$ cat src/ips_pkg.sv
/*
 * Package for the read-only sensor serial slave: address, byte layout,
 * sampling and refresh timing constants.
 * Assumes a 250 MHz system clock sampling the bus pins.
 */
`default_nettype none
package ips_pkg;
  localparam logic [6:0] IPS_DEV_ADDR = 7'h78;
  localparam logic IPS_DIR_READ = 1'b1;
  localparam int IPS_BYTE_BITS = 8;
  localparam logic [3:0] IPS_BIT_LAST = 4'h7;
  localparam logic [3:0] IPS_BIT_ZERO = 4'h0;
  localparam int IPS_VAL_BITS = 15;
  localparam int IPS_CLK_MHZ = 250;
  localparam int IPS_REFRESH_US_X10 = 22;
  // tenths of a millisecond times cycles per tenth of a millisecond
  localparam int IPS_REFRESH_CYC = IPS_REFRESH_US_X10 * 100 * IPS_CLK_MHZ;
  localparam logic [1:0] IPS_WORD_PH = 2'h0;
  localparam logic [1:0] IPS_WORD_PL = 2'h1;
  localparam logic [1:0] IPS_WORD_TH = 2'h2;
  localparam logic [1:0] IPS_WORD_TL = 2'h3;
  typedef enum logic [4:0] {
    IPS_IDLE = 5'b00001,
    IPS_ADDR = 5'b00010,
    IPS_AACK = 5'b00100,
    IPS_SEND = 5'b01000,
    IPS_MACK = 5'b10000
  } ips_state_e;
endpackage
`default_nettype wire

$ cat src/ips_bus_if.sv
/*
 * Interface carrying the conditioned bus events from the pin front end to
 * the protocol engine. Assumes both ends run on the same system clock.
 */
`default_nettype none
interface ips_bus_if;
  logic scl_rise;
  logic scl_fall;
  logic scl_level;
  logic sda_level;
  logic start_seen;
  logic stop_seen;
  modport front (output scl_rise, output scl_fall, output scl_level, output sda_level,
    output start_seen, output stop_seen);
  modport engine (input scl_rise, input scl_fall, input scl_level, input sda_level,
    input start_seen, input stop_seen);
endinterface
`default_nettype wire

$ cat src/ips_sensor_slave.sv
/*
 * Top of the read-only sensor serial slave: answers reads at its fixed
 * address with pressure and temperature words, alternating until STOP.
 * Assumes open-drain pins resolved outside; output enables are active low.
 */
`default_nettype none
// Functional notes
// - idle bus means both lines released high
// - START is data falling while clock high
// - bus busy from START until STOP
// - STOP is data rising, clock high; idle
// - repeated START handled exactly like START
// - one bit per clock pulse, stable high
// - data changes only while clock low
// - data grouped in eight-bit bytes
// - each byte sent most significant first
// - slave may hold clock low when unready
// - each byte followed by receiver acknowledge
// - ninth pulse: transmitter releases data line
// - acknowledge is low through ninth high
// - high ninth bit means not-acknowledge
// - first byte: seven-bit address plus direction
// - respond only to address 1111000 binary
// - direction zero write, one read
// - serve only read transfers
// - acknowledge matching read, then send bytes
// - send pressure high/low, temperature high/low
// - fifteen-bit values, alternate until STOP
// - refresh values every 2.2 ms
module ips_sensor_slave
  import ips_pkg::*;
(
  input wire logic clock_i,
  input wire logic rst_i,
  input wire logic scl_i,
  input wire logic sda_i,
  input wire logic [IPS_VAL_BITS-1:0] press_i,
  input wire logic [IPS_VAL_BITS-1:0] temp_i,
  output logic sda_o,
  output logic sda_oe_n_o,
  output logic scl_o,
  output logic scl_oe_n_o,
  output logic busy_o,
  output logic addressed_o,
  output logic refresh_o
);
  ips_bus_if bus ();
  ips_state_e state_reg;
  ips_state_e state_next;
  logic [3:0] bit_reg;
  logic [7:0] shift_reg;
  logic [1:0] word_reg;
  logic [7:0] tx_reg;
  logic busy_reg;
  logic drive_low_reg;
  logic stretch_reg;
  logic [IPS_VAL_BITS-1:0] press_val;
  logic [IPS_VAL_BITS-1:0] temp_val;
  logic refresh_tick;
  logic [IPS_VAL_BITS-1:0] press_snap_reg;
  logic [IPS_VAL_BITS-1:0] temp_snap_reg;

  ips_pin_sync u_pins (
    .clock_i(clock_i),
    .rst_i(rst_i),
    .scl_i(scl_i),
    .sda_i(sda_i),
    .bus(bus)
  );

  // values only change while no read is running, so a pair never tears
  ips_refresh u_refresh (
    .clock_i(clock_i),
    .rst_i(rst_i),
    .hold_i(busy_reg && state_reg != IPS_IDLE),
    .press_i(press_i),
    .temp_i(temp_i),
    .press_o(press_val),
    .temp_o(temp_val),
    .tick_o(refresh_tick)
  );

  // byte selection for the four-byte cycle
  function automatic logic [7:0] pick_byte(input logic [1:0] idx,
                                           input logic [IPS_VAL_BITS-1:0] p,
                                           input logic [IPS_VAL_BITS-1:0] t);
    logic [7:0] b;
    b = 8'h00;
    case (idx)
      IPS_WORD_PH: b = {1'b0, p[IPS_VAL_BITS-1:8]};
      IPS_WORD_PL: b = p[7:0];
      IPS_WORD_TH: b = {1'b0, t[IPS_VAL_BITS-1:8]};
      IPS_WORD_TL: b = t[7:0];
      default: b = 8'h00;
    endcase
    return b;
  endfunction

  wire [7:0] addr_byte = {shift_reg[6:0], bus.sda_level};
  wire addr_match = addr_byte[7:1] == IPS_DEV_ADDR;
  wire is_read = addr_byte[0] == IPS_DIR_READ;
  wire byte_done = bit_reg == IPS_BIT_LAST;
  wire [7:0] next_tx = pick_byte(word_reg, press_snap_reg, temp_snap_reg);
  wire master_ack = !bus.sda_level;

  always_comb begin
    state_next = state_reg;
    if (bus.stop_seen) begin
      state_next = IPS_IDLE;
    end else if (bus.start_seen) begin
      state_next = IPS_ADDR;
    end else begin
      case (state_reg)
        IPS_IDLE: state_next = IPS_IDLE;
        IPS_ADDR: begin
          if (bus.scl_rise && byte_done) begin
            state_next = (addr_match && is_read) ? IPS_AACK : IPS_IDLE;
          end
        end
        IPS_AACK: begin
          // second fall ends the acknowledge pulse
          if (bus.scl_fall && drive_low_reg) begin
            state_next = IPS_SEND;
          end
        end
        IPS_SEND: begin
          // fall after the eighth rise releases the line for the ninth pulse
          if (bus.scl_fall && bit_reg == IPS_BIT_ZERO) begin
            state_next = IPS_MACK;
          end
        end
        IPS_MACK: begin
          if (bus.scl_rise && !master_ack) begin
            state_next = IPS_IDLE;
          end else if (bus.scl_fall) begin
            state_next = IPS_SEND;
          end
        end
        default: state_next = IPS_IDLE;
      endcase
    end
  end

  always_ff @(posedge clock_i or posedge rst_i) begin
    if (rst_i) begin
      state_reg <= IPS_IDLE;
    end else begin
      state_reg <= state_next;
    end
  end

  // bus occupancy follows START and STOP for every address
  always_ff @(posedge clock_i or posedge rst_i) begin
    if (rst_i) begin
      busy_reg <= 1'b0;
    end else if (bus.start_seen) begin
      busy_reg <= 1'b1;
    end else if (bus.stop_seen) begin
      busy_reg <= 1'b0;
    end
  end

  // bit counter and receive shifter; one bit taken per clock rise
  always_ff @(posedge clock_i or posedge rst_i) begin
    if (rst_i) begin
      bit_reg <= IPS_BIT_ZERO;
      shift_reg <= 8'h00;
    end else if (bus.start_seen) begin
      bit_reg <= IPS_BIT_ZERO;
      shift_reg <= 8'h00;
    end else if (bus.scl_rise && (state_reg == IPS_ADDR || state_reg == IPS_SEND)) begin
      bit_reg <= byte_done ? IPS_BIT_ZERO : bit_reg + 4'h1;
      shift_reg <= addr_byte;
    end
  end

  // word pointer restarts with each read; snapshot held for the whole read
  always_ff @(posedge clock_i or posedge rst_i) begin
    if (rst_i) begin
      word_reg <= IPS_WORD_PH;
      press_snap_reg <= '0;
      temp_snap_reg <= '0;
    end else if (state_reg == IPS_ADDR && state_next == IPS_AACK) begin
      word_reg <= IPS_WORD_PH;
      press_snap_reg <= press_val;
      temp_snap_reg <= temp_val;
    end else if (state_reg == IPS_SEND && state_next == IPS_MACK) begin
      word_reg <= word_reg + 2'h1;
    end
  end

  // transmit register and data pin driver, updated on clock fall, released on START or STOP
  always_ff @(posedge clock_i or posedge rst_i) begin
    if (rst_i) begin
      tx_reg <= 8'h00;
      drive_low_reg <= 1'b0;
    end else if (bus.start_seen || bus.stop_seen) begin
      drive_low_reg <= 1'b0;
    end else if (bus.scl_fall) begin
      case (state_reg)
        IPS_ADDR: drive_low_reg <= 1'b0;
        IPS_AACK: begin
          if (!drive_low_reg) begin
            drive_low_reg <= 1'b1;
          end else begin
            drive_low_reg <= !next_tx[7];
            tx_reg <= {next_tx[6:0], 1'b0};
          end
        end
        IPS_SEND: begin
          if (bit_reg == IPS_BIT_ZERO) begin
            drive_low_reg <= 1'b0;
          end else begin
            drive_low_reg <= !tx_reg[7];
            tx_reg <= {tx_reg[6:0], 1'b0};
          end
        end
        IPS_MACK: begin
          if (state_next == IPS_SEND) begin
            drive_low_reg <= !next_tx[7];
            tx_reg <= {next_tx[6:0], 1'b0};
          end else begin
            drive_low_reg <= 1'b0;
          end
        end
        default: drive_low_reg <= 1'b0;
      endcase
    end
  end

  // clock held low for one cycle, two cycles after a refresh latch while the bus is busy and this slave idle
  always_ff @(posedge clock_i or posedge rst_i) begin
    if (rst_i) begin
      stretch_reg <= 1'b0;
    end else begin
      stretch_reg <= refresh_tick && state_reg == IPS_IDLE && busy_reg && !bus.scl_level;
    end
  end

  always_ff @(posedge clock_i or posedge rst_i) begin
    if (rst_i) begin
      sda_o <= 1'b1;
      sda_oe_n_o <= 1'b1;
      scl_o <= 1'b1;
      scl_oe_n_o <= 1'b1;
      busy_o <= 1'b0;
      addressed_o <= 1'b0;
      refresh_o <= 1'b0;
    end else begin
      sda_o <= 1'b0;
      sda_oe_n_o <= !(drive_low_reg && state_reg != IPS_IDLE);
      scl_o <= 1'b0;
      scl_oe_n_o <= !stretch_reg;
      busy_o <= busy_reg;
      addressed_o <= state_reg != IPS_IDLE && state_reg != IPS_ADDR;
      refresh_o <= refresh_tick;
    end
  end
endmodule
`default_nettype wire

$ cat src/ips_pin_sync.sv
/*
 * Pin front end: three-stage synchronisers for the clock and data pins,
 * edge detection and START/STOP recognition.
 * Assumes the pins are asynchronous to clock_i and far slower than it.
 */
`default_nettype none
module ips_pin_sync
  import ips_pkg::*;
(
  input wire logic clock_i,
  input wire logic rst_i,
  input wire logic scl_i,
  input wire logic sda_i,
  ips_bus_if.front bus
);
  logic [2:0] scl_sync_reg;
  logic [2:0] sda_sync_reg;
  logic scl_state_reg;
  logic sda_state_reg;
  wire scl_agree = scl_sync_reg[1] == scl_sync_reg[2];
  wire sda_agree = sda_sync_reg[1] == sda_sync_reg[2];
  wire scl_next = scl_agree ? scl_sync_reg[2] : scl_state_reg;
  wire sda_next = sda_agree ? sda_sync_reg[2] : sda_state_reg;

  // idle level is high on both lines
  always_ff @(posedge clock_i or posedge rst_i) begin
    if (rst_i) begin
      scl_sync_reg <= 3'h7;
      sda_sync_reg <= 3'h7;
      scl_state_reg <= 1'b1;
      sda_state_reg <= 1'b1;
    end else begin
      scl_sync_reg <= {scl_sync_reg[1:0], scl_i};
      sda_sync_reg <= {sda_sync_reg[1:0], sda_i};
      scl_state_reg <= scl_next;
      sda_state_reg <= sda_next;
    end
  end

  assign bus.scl_level = scl_state_reg;
  assign bus.sda_level = sda_state_reg;
  assign bus.scl_rise = !scl_state_reg && scl_next;
  assign bus.scl_fall = scl_state_reg && !scl_next;
  // data edges while clock stays high are conditions, not data
  assign bus.start_seen = scl_state_reg && scl_next && sda_state_reg && !sda_next;
  assign bus.stop_seen = scl_state_reg && scl_next && !sda_state_reg && sda_next;
endmodule
`default_nettype wire

$ cat src/ips_refresh.sv
/*
 * Refresh timer: latches new pressure and temperature words from the
 * measurement core once per update interval, never in mid-word.
 * Assumes the core's words are stable on clock_i.
 */
`default_nettype none
module ips_refresh
  import ips_pkg::*;
#(
  parameter int REFRESH_CYC = IPS_REFRESH_CYC
) (
  input wire logic clock_i,
  input wire logic rst_i,
  input wire logic hold_i,
  input wire logic [IPS_VAL_BITS-1:0] press_i,
  input wire logic [IPS_VAL_BITS-1:0] temp_i,
  output logic [IPS_VAL_BITS-1:0] press_o,
  output logic [IPS_VAL_BITS-1:0] temp_o,
  output logic tick_o
);
  logic [31:0] count_reg;
  logic pending_reg;
  wire expire = count_reg == 32'(REFRESH_CYC - 1);
  wire take = (expire || pending_reg) && !hold_i;

  always_ff @(posedge clock_i or posedge rst_i) begin
    if (rst_i) begin
      count_reg <= 32'h0;
      pending_reg <= 1'b0;
      press_o <= '0;
      temp_o <= '0;
      tick_o <= 1'b0;
    end else begin
      count_reg <= expire ? 32'h0 : count_reg + 32'h1;
      pending_reg <= (expire || pending_reg) && hold_i;
      tick_o <= take;
      if (take) begin
        press_o <= press_i;
        temp_o <= temp_i;
      end
    end
  end
endmodule
`default_nettype wire

$ cat config.mk
export PLATFORM = sky130hd
export DESIGN_NAME = ips_sensor_slave
export DESIGN_NICKNAME = d
export VERILOG_FILES = /design/src/ips_pkg.sv /design/src/ips_bus_if.sv /design/src/ips_sensor_slave.sv /design/src/ips_pin_sync.sv /design/src/ips_refresh.sv
export SDC_FILE = /design/constraint.sdc
export NUM_CORES = 1
export LEC_CHECK = 0
export ABC_CLOCK_PERIOD_IN_PS = 8750
export BUFFER_PORTS_ARGS = -buffer_cell sky130_fd_sc_hd__buf_4
export CAP_MARGIN = 40
export CORE_UTILIZATION = 30
export CTS_CLUSTER_DIAMETER = 40
export CTS_CLUSTER_SIZE = 25
export DETAILED_ROUTE_END_ITERATION = 10
export HOLD_SLACK_MARGIN = 0.15
export PLACE_DENSITY = 0.54
export SYNTH_ARGS = -nofsm -noshare
export SYNTH_HDL_FRONTEND = slang
export SYNTH_SLANG_ARGS = --single-unit
$ cat constraint.sdc
create_clock -name clock_i -period 8.75 [get_ports clock_i]
set_input_delay 2.625 -clock clock_i [delete_from_list [all_inputs] [get_ports clock_i]]
set_output_delay 2.625 -clock clock_i [all_outputs]
set_load 0.1 [all_outputs]
==> flow_metrics.env <==
export IMPL_synth_fp_nets=529
export IMPL_grt_pass1_vias=4005
export IMPL_drive_gt1_frac=0.294
export IMPL_start_util=0.307
export IMPL_layout_common_cells="124 x dfrtp_1, 62 x nor2_1, 46 x buf_4"
export IMPL_cts_buffers=17
export IMPL_final_antenna_net_count=0
export IMPL_fmaxAchievable_mhz=260
export IMPL_grt_start_max_net_pins=64
export IMPL_die_y_um=144
export IMPL_period_needed_ps=3850
export IMPL_async_reset_ff_frac=1.00
export IMPL_synth_area_leaders="dfrtp_1 52%, mux2_4 7.2%, mux2_2 5.8%"
export IMPL_cts_resized=0
export IMPL_synthCells=488
export IMPL_ys_seq_area_frac=0.568
export IMPL_grt_overflow=0
export IMPL_tns_ps=0
export IMPL_crit_chain="buf_4"
export IMPL_grt_pass1_wl_um=19900
export IMPL_dp_cells=784
export IMPL_io_buffers=40
export IMPL_syn_area_per_cell_um2=12.3
export IMPL_cts_tree="built"
export IMPL_vias_per_cell=4.71
export IMPL_outcome="complete, no violations"
export IMPL_power_leakage_nw=3.37
export IMPL_synth_cell_types=59
export IMPL_h_tree_depth=4
export IMPL_rows=51
export IMPL_fin_cells=816
export IMPL_track_usage=0.127
export IMPL_nets=579
export IMPL_hold_class="register to register"
export IMPL_crit_slowest_cell="dfstp_2"
export IMPL_synth_warnings=0
export IMPL_hold_viol_final=0
export IMPL_synth_top_area_share=0.515
export IMPL_cts_hold_buf=0
export IMPL_synth_top_cell_by_area="dfrtp_1"
export IMPL_critPathRequiredTime_ps=6120
export IMPL_final_area_um2=7190
export IMPL_ys_ff_latch=136
export IMPL_drv_cap=0
export IMPL_clkLatencyLatePin_ps=420
export IMPL_ir_drop_mv=0.110
export IMPL_setup_viol=0
export IMPL_grt_antenna_before_repair=0
export IMPL_clockBufferDepth=2
export IMPL_final_core_util=0.367
export IMPL_cts_setup_buffers=0
export IMPL_dieWidth_um=144
export IMPL_period_share=0.440
export IMPL_reg2reg_slack_ps=6070
export IMPL_place_ws_ps=4590
export IMPL_clk_pin_slew_ps=50
export IMPL_largest_register_ff_count=32
export IMPL_start_kind="register"
export IMPL_finalClockSkew_ps=8.65
export IMPL_drc_errors=0
export IMPL_cp_top_family="flip-flops"
export IMPL_antenna_cells=0
export IMPL_p_per_area_nw_per_um2=194
export IMPL_dp_hpwl_um=8160
export IMPL_synthToLayoutAreaGrowth_pct=19.4
export IMPL_worstMarginPinSlew_ps=916
export IMPL_synthesis_area_um2=6020
export IMPL_wl_um=11800
export IMPL_io_pins=41
export IMPL_layout_commonest_cell="dfrtp_1"
export IMPL_maxSlewViolCount=0
export IMPL_synthFlopType="dfrtp_1"
export IMPL_dieArea_um2=20600
export IMPL_setup_ws_ps=4900
export IMPL_initialDrtViolationCount=204
export IMPL_cts_num_sinks=136
export IMPL_worstPathArrival_ps=1230
export IMPL_slowest_delay_ps=530
export IMPL_cts_root_buf="clkbuf_16"
export IMPL_synth_edf_count=0
export IMPL_place_area_um2=6640
export IMPL_crit_buf_inv=1
export IMPL_placeableCoreArea_um2=19600
export IMPL_critPathMaxFanout=2
export IMPL_rsz0062_at_grt="no"
export IMPL_relSlewSlack=0.387
export IMPL_wl_per_cell_um=14.4
export IMPL_firstDrtPassIters=5
export IMPL_vias=3845
export IMPL_place_congestion=0.839
export IMPL_worstSetupPathType="register to output pin"
export IMPL_crit_path_end_kind="output pin"
logic make-up (layout without fill, tap and decap cells):
group | count (synthesis) | in the layout | share of synthesized area
and+or+nand+nor | 159 | 159 | 0.136
DFF | 136 | 136 | 0.568
muxes | 75 | 75 | 0.156
AOI/OAI and AO/OA | 52 | 52 | 0.0588
xor gates and xnor gates | 30 | 30 | 0.0436
buffers and inverters | 28 | 91 | 0.0231
adders and majority gates | 7 | 7 | 0.0145
other | 1 | 1 | 0.000623
synth_stat cells (all sizes together) (4+ instances only):
library cell  count
a222oi            7
nor4              8
and3              5
ha                7
dfrtp           124
a21oi            22
nand3            21
inv              12
buf               9
dfstp            12
nor3              5
nand2            22
nand4            12
nor2             62
xnor2            19
and2              4
clkbuf            7
xor2             11
mux2             62
mux2i            13
o21ai             8
final cells by class:
type                            count  area [µm²]
Fill cell                        1907       12400
Tap cell                          265         332
Clock buffer                       23         478
Timing Repair Buffer               47         365
Multi-Input combinational cell    324        2470
Clock inverter                      9        75.1
Inverter                           12        47.5
Sequential cell                   136        3420
final timing paths:
kind / cells past startpoint / startpoint / end
max: 1 / scl_o / sda_o
min: 0 / u_pins.sda_sync_reg[0] / u_pins.sda_sync_reg[1]
max reg2reg: 7 / u_refresh.count_reg[0] / u_refresh.temp_o[5]
min reg2reg: 0 / u_pins.sda_sync_reg[0] / u_pins.sda_sync_reg[1]
max in group asynchronous: 4 / rst_i / u_refresh.press_o[2]
min in group asynchronous: 2 / rst_i / shift_reg[1]
power by group:
| group | leakage [nW] | internal [W] | switching (W) |
|---|---|---|---|
| logic | 1.33 | 0.0000274 | 0.0000425 |
| clock network | 0.272 | 0.000410 | 0.000259 |
| registers | 1.77 | 0.000647 | 0.0000134 |
through the flow:
| step | power [W] | hold slack (ps) |
|---|---|---|
| after floorplan | 0.000714 | 337 |
| after global placement | 0.000740 | 351 |
| after detailed placement | 0.000742 | 350 |
| after CTS | 0.00142 | 359 |
| after global routing | 0.00145 | 363 |
| final | 0.00140 | 357 |
layer usage:
layer,global-route usage,wire [µm]
met1,0.157,5380
met2,0.202,5620
met3,0.0417,557
met4,0.0599,192
met5,0,0
Power figures use the tool's default switching activity.
